File: src/shared/vrc_consts.vh
// Constants for the voltage reference control block.
// Included by the design only; definitions only.
`ifndef VRC_CONSTS_VH
`define VRC_CONSTS_VH

`define VRC_ADDR_W 8
`define VRC_OFF_SELECT 8'h00
`define VRC_OFF_FORCE 8'h01
`define VRC_SELECT_RESET 8'h00
`define VRC_FORCE_RESET 8'h00
`define VRC_SELECT_MASK 8'h07
`define VRC_FORCE_MASK 8'h07
`define VRC_BIT_COMPARATOR_FORCE 0
`define VRC_BIT_CONVERTER_FORCE 1
`define VRC_BIT_MEMORY_FORCE 2
`define VRC_LEVEL_1024MV 3'h0
`define VRC_LEVEL_2048MV 3'h1
`define VRC_LEVEL_2500MV 3'h2
`define VRC_LEVEL_4096MV 3'h3
`define VRC_LEVEL_SUPPLY 3'h7
`define VRC_NUM_LEVELS 5

`endif

File: src/rtl/vrc_voltage_reference_control.v
// Voltage reference control: select and force registers plus source enables.
// Assumes requests arrive from analog requesters outside the clock domain,
// and a single-cycle register port from a master on clk_sys_in.
`timescale 1ns/1ns
`include "vrc_consts.vh"

module vrc_voltage_reference_control (
	input wire clk_sys_in,
	input wire sys_rst_in,
	input wire clk_en_in,
	input wire [7:0] reg_addr_in,
	input wire [7:0] reg_wdata_in,
	input wire reg_wr_in,
	input wire reg_rd_in,
	output reg [7:0] reg_rdata_out,
	input wire converter_request_in,
	input wire comparator_request_in,
	input wire memory_request_in,
	output reg converter_reference_on_out,
	output reg comparator_divider_reference_on_out,
	output reg memory_reference_on_out,
	output reg [`VRC_NUM_LEVELS-1:0] comparator_level_onehot_out,
	output reg comparator_level_reserved_out
);

	localparam SOURCES = 3;
	localparam SEL_W = 3;
	localparam [7:0] SELECT_RESET = `VRC_SELECT_RESET;
	localparam [7:0] FORCE_RESET = `VRC_FORCE_RESET;
	localparam [7:0] SELECT_MASK = `VRC_SELECT_MASK;
	localparam [7:0] FORCE_MASK = `VRC_FORCE_MASK;
	localparam [`VRC_NUM_LEVELS-1:0] ONEHOT_1024MV = 5'h01;
	localparam [`VRC_NUM_LEVELS-1:0] ONEHOT_2048MV = 5'h02;
	localparam [`VRC_NUM_LEVELS-1:0] ONEHOT_2500MV = 5'h04;
	localparam [`VRC_NUM_LEVELS-1:0] ONEHOT_4096MV = 5'h08;
	localparam [`VRC_NUM_LEVELS-1:0] ONEHOT_SUPPLY = 5'h10;
	localparam [`VRC_NUM_LEVELS-1:0] ONEHOT_NONE = 5'h00;

	// Upper bits are never stored, so they cannot read back
	reg [SEL_W-1:0] comparator_level_select;
	reg [SOURCES-1:0] reference_force_enables;
	reg [7:0] next_rdata;
	reg [`VRC_NUM_LEVELS-1:0] next_level;
	reg next_reserved;
	wire [SOURCES-1:0] req_raw;
	wire [SOURCES-1:0] next_on;
	wire select_hit;
	wire force_hit;
	wire select_write;
	wire force_write;
	wire read_take;
	wire [7:0] select_wdata;
	wire [7:0] force_wdata;
	genvar gi;

	// Request bits share the force bit positions, so one loop serves both
	assign req_raw[`VRC_BIT_COMPARATOR_FORCE] = comparator_request_in;
	assign req_raw[`VRC_BIT_CONVERTER_FORCE] = converter_request_in;
	assign req_raw[`VRC_BIT_MEMORY_FORCE] = memory_request_in;

	assign select_hit = (reg_addr_in == `VRC_OFF_SELECT);
	assign force_hit = (reg_addr_in == `VRC_OFF_FORCE);
	assign select_write = clk_en_in & reg_wr_in & select_hit;
	assign force_write = clk_en_in & reg_wr_in & force_hit;
	assign read_take = clk_en_in & reg_rd_in;
	assign select_wdata = reg_wdata_in & SELECT_MASK;
	assign force_wdata = reg_wdata_in & FORCE_MASK;

	always @(posedge clk_sys_in) begin
		if (sys_rst_in) begin
			comparator_level_select <= SELECT_RESET[SEL_W-1:0];
		end else if (select_write) begin
			comparator_level_select <= select_wdata[SEL_W-1:0];
		end
	end

	always @(posedge clk_sys_in) begin
		if (sys_rst_in) begin
			reference_force_enables <= FORCE_RESET[SOURCES-1:0];
		end else if (force_write) begin
			reference_force_enables <= force_wdata[SOURCES-1:0];
		end
	end

	// Per-source request filter and enable merge
	generate
		for (gi = 0; gi < SOURCES; gi = gi + 1) begin : g_src
			reg req_s1;
			reg req_s2;
			reg req_s3;
			reg req_stable;

			// Only stage two reads stage one, which may be metastable
			always @(posedge clk_sys_in) begin
				if (sys_rst_in) begin
					req_s1 <= 1'b0;
					req_s2 <= 1'b0;
					req_s3 <= 1'b0;
				end else if (clk_en_in) begin
					req_s1 <= req_raw[gi];
					req_s2 <= req_s1;
					req_s3 <= req_s2;
				end
			end

			// Stages two and three must agree, so a one-cycle glitch is ignored
			always @(posedge clk_sys_in) begin
				if (sys_rst_in) begin
					req_stable <= 1'b0;
				end else if (clk_en_in && (req_s2 == req_s3)) begin
					req_stable <= req_s3;
				end
			end

			assign next_on[gi] = req_stable | reference_force_enables[gi];
		end
	endgenerate

	always @* begin
		next_rdata = 8'h00;
		case (reg_addr_in)
			`VRC_OFF_SELECT: begin
				next_rdata = {5'h00, comparator_level_select};
			end
			`VRC_OFF_FORCE: begin
				next_rdata = {5'h00, reference_force_enables};
			end
			default: begin
				next_rdata = 8'h00;
			end
		endcase
	end

	// Reserved codes light no level, so the comparator sees no reference
	always @* begin
		next_level = ONEHOT_NONE;
		next_reserved = 1'b0;
		case (comparator_level_select)
			`VRC_LEVEL_1024MV: begin
				next_level = ONEHOT_1024MV;
			end
			`VRC_LEVEL_2048MV: begin
				next_level = ONEHOT_2048MV;
			end
			`VRC_LEVEL_2500MV: begin
				next_level = ONEHOT_2500MV;
			end
			`VRC_LEVEL_4096MV: begin
				next_level = ONEHOT_4096MV;
			end
			`VRC_LEVEL_SUPPLY: begin
				next_level = ONEHOT_SUPPLY;
			end
			default: begin
				next_reserved = 1'b1;
			end
		endcase
	end

	// Read data hold until the next read; the master takes them the cycle after
	always @(posedge clk_sys_in) begin
		if (sys_rst_in) begin
			reg_rdata_out <= 8'h00;
		end else if (read_take) begin
			reg_rdata_out <= next_rdata;
		end
	end

	// Enables are flops, so the analog side never sees decode glitches
	always @(posedge clk_sys_in) begin
		if (sys_rst_in) begin
			comparator_divider_reference_on_out <= 1'b0;
		end else if (clk_en_in) begin
			comparator_divider_reference_on_out <= next_on[`VRC_BIT_COMPARATOR_FORCE];
		end
	end

	always @(posedge clk_sys_in) begin
		if (sys_rst_in) begin
			converter_reference_on_out <= 1'b0;
		end else if (clk_en_in) begin
			converter_reference_on_out <= next_on[`VRC_BIT_CONVERTER_FORCE];
		end
	end

	always @(posedge clk_sys_in) begin
		if (sys_rst_in) begin
			memory_reference_on_out <= 1'b0;
		end else if (clk_en_in) begin
			memory_reference_on_out <= next_on[`VRC_BIT_MEMORY_FORCE];
		end
	end

	// Reset value matches select code zero, so no reserved flash after reset
	always @(posedge clk_sys_in) begin
		if (sys_rst_in) begin
			comparator_level_onehot_out <= ONEHOT_1024MV;
		end else if (clk_en_in) begin
			comparator_level_onehot_out <= next_level;
		end
	end

	always @(posedge clk_sys_in) begin
		if (sys_rst_in) begin
			comparator_level_reserved_out <= 1'b0;
		end else if (clk_en_in) begin
			comparator_level_reserved_out <= next_reserved;
		end
	end

endmodule // vrc_voltage_reference_control

File: config.mk
export PLATFORM = sky130hd
export DESIGN_NAME = vrc_voltage_reference_control
export DESIGN_NICKNAME = d
export VERILOG_FILES = /design/src/rtl/vrc_voltage_reference_control.v
export VERILOG_INCLUDE_DIRS = /design/src /design/src/shared
export SDC_FILE = /design/constraint.sdc
export NUM_CORES = 1
export LEC_CHECK = 0
export BUFFER_PORTS_ARGS = -buffer_cell sky130_fd_sc_hd__clkbuf_2
export CAP_MARGIN = 20
export CORE_ASPECT_RATIO = 0.7
export CORE_MARGIN = 2
export CORE_UTILIZATION = 29
export DETAILED_ROUTE_END_ITERATION = 8
export GPL_TIMING_DRIVEN = 0
export REMOVE_ABC_BUFFERS = 1
export SLEW_MARGIN = 30
export SYNTH_ARGS = -nofsm -noshare
export SYNTH_HDL_FRONTEND = slang
export SYNTH_SLANG_ARGS = --single-unit
File: constraint.sdc
create_clock -name clk_sys_in -period 1.1 [get_ports clk_sys_in]
set_input_delay 0.055 -clock clk_sys_in [delete_from_list [all_inputs] [get_ports clk_sys_in]]
set_output_delay 0.055 -clock clk_sys_in [all_outputs]
set_load 0.02 [all_outputs]
## Yosys cells after proc, flatten, opt, wreduce, memory -nomap -nowiden

Index checks and enable logic that the tools add are counted.

- Bits in registers: 35
- Logic and storage cells: 44

- Eq/ne operators: 8
- Multiplexer cells: 3
- Bitwise operators: 7
- Reduce and logical (&&, ||, !) cells: 6

Operator list:

| operator | number |
|---|---|
| $pmux 5 s5 | 1 |
| $eq 8x1->1 const B | 1 |
| $logic_not 8->1 | 1 |
| $eq 3x2->1 const B | 2 |
| $pmux 3 s2 | 1 |
| $reduce_or 5->1 | 1 |
| $and 1x1->1 | 4 |
| $eq 1x1->1 | 3 |
| $eq 3x1->1 const B | 1 |
| $eq 3x3->1 const B | 1 |
| $logic_and 1x1->1 | 3 |
| $logic_not 3->1 | 1 |
| $or 1x1->1 | 3 |
| $mux 1 | 1 |

## Longest topological paths before layout

- Word-level depth: 3
- Depth in mapped cells: 5
- Gate-level depth less buffers: 3

## Worst setup path after synthesis

Ideal clock, no wire load.

- Path type: flip-flop to flip-flop
- Start point: register comparator_level_select[0]
- End point: register comparator_level_onehot_out[3]
- Setup time: 0.070 ns
- Arrival: 0.874 ns
- Data required time: 1.030 ns
- Slack: 0.155 ns
- Stages on the path, launching flop included: 4
- Clock period less this slack: 0.945 ns
- Cells stage by stage: dfxtp_1 nand2_1 or3_1 a21oi_1

- Word-level cells in the longest chain between the ends: 2

RTL lines:

| element | line | source |
|---|---|---|
| from (decl) | vrc_voltage_reference_control.v:40 | `reg [SEL_W-1:0] comparator_level_select;` |
| from (signal assigned) | vrc_voltage_reference_control.v:71 | `comparator_level_select <= SELECT_RESET[SEL_W-1:0];` |
| from (signal assigned) | vrc_voltage_reference_control.v:73 | `comparator_level_select <= select_wdata[SEL_W-1:0];` |
| $eq 3x3->1 (tied with other cells) | vrc_voltage_reference_control.v:138 | `case (comparator_level_select)` |
| $pmux 5 s5 (*) | vrc_voltage_reference_control.v:138 |  |
| to (signal assigned) | vrc_voltage_reference_control.v:199 | `comparator_level_onehot_out <= next_level;` |
| to (decl) | vrc_voltage_reference_control.v:22 | `` output reg [`VRC_NUM_LEVELS-1:0] comparator_level_onehot_out, `` |

Mark *: on every way between the ends. The rest lies on a longest branch, timed or not.
A chain may end at the register's enable or synchronous reset.

## Final worst setup path

Same ends and word-level chain as after synthesis.

==> metrics.txt <==
synth-to-layout area growth 22.6%; core area 4250 um^2; final setup violation count 0; Sw Ratio 22.1%; DRT iter0 DRCs 42; Avg Cell Area, Syn 9.35 um^2; Reg power frac 48.3%; fin cells 221; peak supply drop 0.853 mV; status complete, no violations; slowest CP cell dfxtp_2; Max-Cap Viols 0; WL per Instance 11.0 um; Nets 189; vias in the first global route 922; port buffer count 30; CTS Sinks 30; std cell rows 20; first-pass GRT wire length 4170 um; Congestion Overflow GR 0; Final Cell Area 1550 um^2; Initial Util 29.7%; register area 603 um^2; Die X 82.9 um; Area after DPL 1430 um^2; Buffers & Inverters on Critical Path 0; final hold viol count 0; I/O pin count 41; Clock Power Share 44.5%; synth warn 0; endpoint class of the critical path flip-flop; Post-Syn Area 1260 um^2; NetSw 512 uW; setup TNS 0 ns; Clock Pin Slew Worst Setup and Hold Paths 0.06 ns; Static Leak 0.697 nW; Crit path max-delay family simple AND/OR/NAND/NOR gates; Tmin final 1.01 ns; CTS Root Cell clkbuf_8; setup ws final 0.0851 ns; antenna violations before repair 0; DR vias 1027; antenna viol nets, final 0; Final HPWL DP 1660 um; CP Data Arrival Time 1.21 ns; max incr delay on CP 0.39 ns; fillers 437; Slew HR 59.3%; Design Power 2.31 mW; post-route clock skew 0.00273 ns; Num CTS Buffers 5; RSZ-0062 raised after global routing no; die height 59.2 um; Die ar. 4910 um^2; final slew viol count 0; Syn Inst Count 135; Synth cell types 26; flops & latches, synth 30; drt pass-1 iters 6; RePlAce Congestion 0.707; pre-CTS setup slack -0.321 ns; largest net degree at the start of global routing 34; Residual DRC 0; Comb pwr share 7.2%; R2R Setup Slk 0.09 ns; multi-input logic area 609 um^2; Pwr per Cell Area 1490 nW/um^2; Final period util 92.3%; FMAX 985 MHz; routed vias/inst 4.65; Max Fanout on Critical Path 7; register area share after synthesis 47.6%; worst path required time 1.30 ns; share of layout cells above drive strength 1 27.7%; Clock Latency Late Sink 0.27 ns; H-Tree Depth 2; P_int 1.80 mW; TritonCTS clock tree built; Hold Buf Count CTS 0; # diodes 0; Hold WC Path Type primary input to flip-flop; clk buf depth 2; Tot GR Track Use 10.8%; crit path kind flip-flop to flip-flop; Startpoint Class flip-flop; dpl cells 213; final WL 2430 um; Worst Tran Pin Value 0.610 ns; crit-path cells nand2_1 > or3_1 > a21oi_1
-- routing by layer --
| metal | GRT usage [%] | share of wire (%) |
|---|---|---|
| met4 | 4.92 | 0.95 |
| met1 | 13.6 | 53 |
| met5 | 0 | 0 |
| met2 | 16.1 | 39 |
| met3 | 4.87 | 7.3 |
-- power by group through the flow --
stage	registers, mW	clock network, mW	logic (mW)
global route	1.12	1.11	0.183
detailed placement	1.14	0	0.168
CTS	1.12	1.05	0.168
floorplan	1.15	0	0.0718
finish	1.12	1.03	0.167
global placement	1.14	0	0.167
-- what timing repair did --
action,4_1_cts,5_1_grt
gates resized for setup,1,2
setup buffers,0,0
endpoints found under the setup margin,1,2
hold endpoints to repair,0,0
-- cells in the mapped netlist, drive strengths merged --
library cell  instances  area share [%]
inv                   1            0.30
conb                  1            0.30
nor4                  1             1.7
nand2                11             3.3
a221o                 1            0.79
a21o                  3             1.8
nor3                  1            0.79
clkbuf                3            0.89
nand3                 1            0.40
nor4bb                1            0.79
a21oi                10             4.0
nand4                 5             2.5
mux2i                15              12
nor2                 19             5.6
buf                   8             4.2
and2                  2            0.99
a211oi                3             1.8
nand4b                1            0.69
mux2                  3             2.7
nand2b                9             4.5
a31oi                 1            0.50
or3                   1            0.50
nor2b                 1            0.50
o21ai                 3             1.2
dfxtp                30              48
-- layout make-up --
class | count | share of cell area, %
repair buffers | 30 | 9.86
well taps | 55 | 4.45
multi-input cells | 97 | 39.4
inverters | 1 | 0.243
clock buffers | 8 | 7.11
flip-flops and latches | 30 | 39.0
-- through the flow --
stage / hold slack, ns / util, %
final: 0.0119 / 36.4
after detailed placement: 0.298 / 33.7
after CTS: 0.0105 / 36.3
after global routing: 0.0411 / 36.4
after global placement: 0.291 / 33.7
after floorplan: 0.124 / -
-- tightest hold or removal path, delay by kind of cell --
| family | cells | cell delay (ns) |
|---|---|---|
| buffers and inverters | 1 | 0.07 |
| AND/OR/NAND/NOR | 1 | 0.07 |
| multiplexers | 1 | 0.05 |
-- worst paths after layout --
path | depth (start not counted) | end | startpoint
setup / recovery | 3 | comparator_level_onehot_out[3] | comparator_level_select[0]
hold / removal | 3 | g_src[1].req_s1 | converter_request_in
setup reg to reg | 3 | comparator_level_onehot_out[3] | comparator_level_select[0]
hold reg to reg | 2 | reg_rdata_out[1] | reg_rdata_out[1]
-- cells by family (layout without fill, tap and decap cells) --
logic type,Yosys count,after routing,share of synthesized area (%)
buffers and inverters,12,39,5.35
AOI/OAI and AO/OA,21,21,10.0
other,1,5,0.297
muxes,18,18,14.6
DFF,30,30,47.6
and+or+nand+nor,53,53,22.2
-- state kept, by name (all words and copies together), names as in the netlist --
signal / flops
comparator_divider_reference_on_out: 1
comparator_level_onehot_out: 5
comparator_level_reserved_out: 1
comparator_level_select: 3
converter_reference_on_out: 1
g_src.req_s1: 3
g_src.req_s2: 3
g_src.req_s3: 3
g_src.req_stable: 3
memory_reference_on_out: 1
reference_force_enables: 3
reg_rdata_out: 3
-- placed cells by master, fill, tap and decap left out, types with 2 or more instances in the layout --
cell type / instances
o21ai_0: 3
nand2b_1: 9
nor2_1: 19
a21oi_1: 10
mux2i_1: 15
nand4_1: 5
clkbuf_8: 8
clkbuf_2: 29
nand2_1: 11
dfxtp_1: 28
mux2_2: 3
a21o_1: 3
dfxtp_2: 2
conb_1: 5
a211oi_1: 3
and2_1: 2
Power figures use the tool's default switching activity.
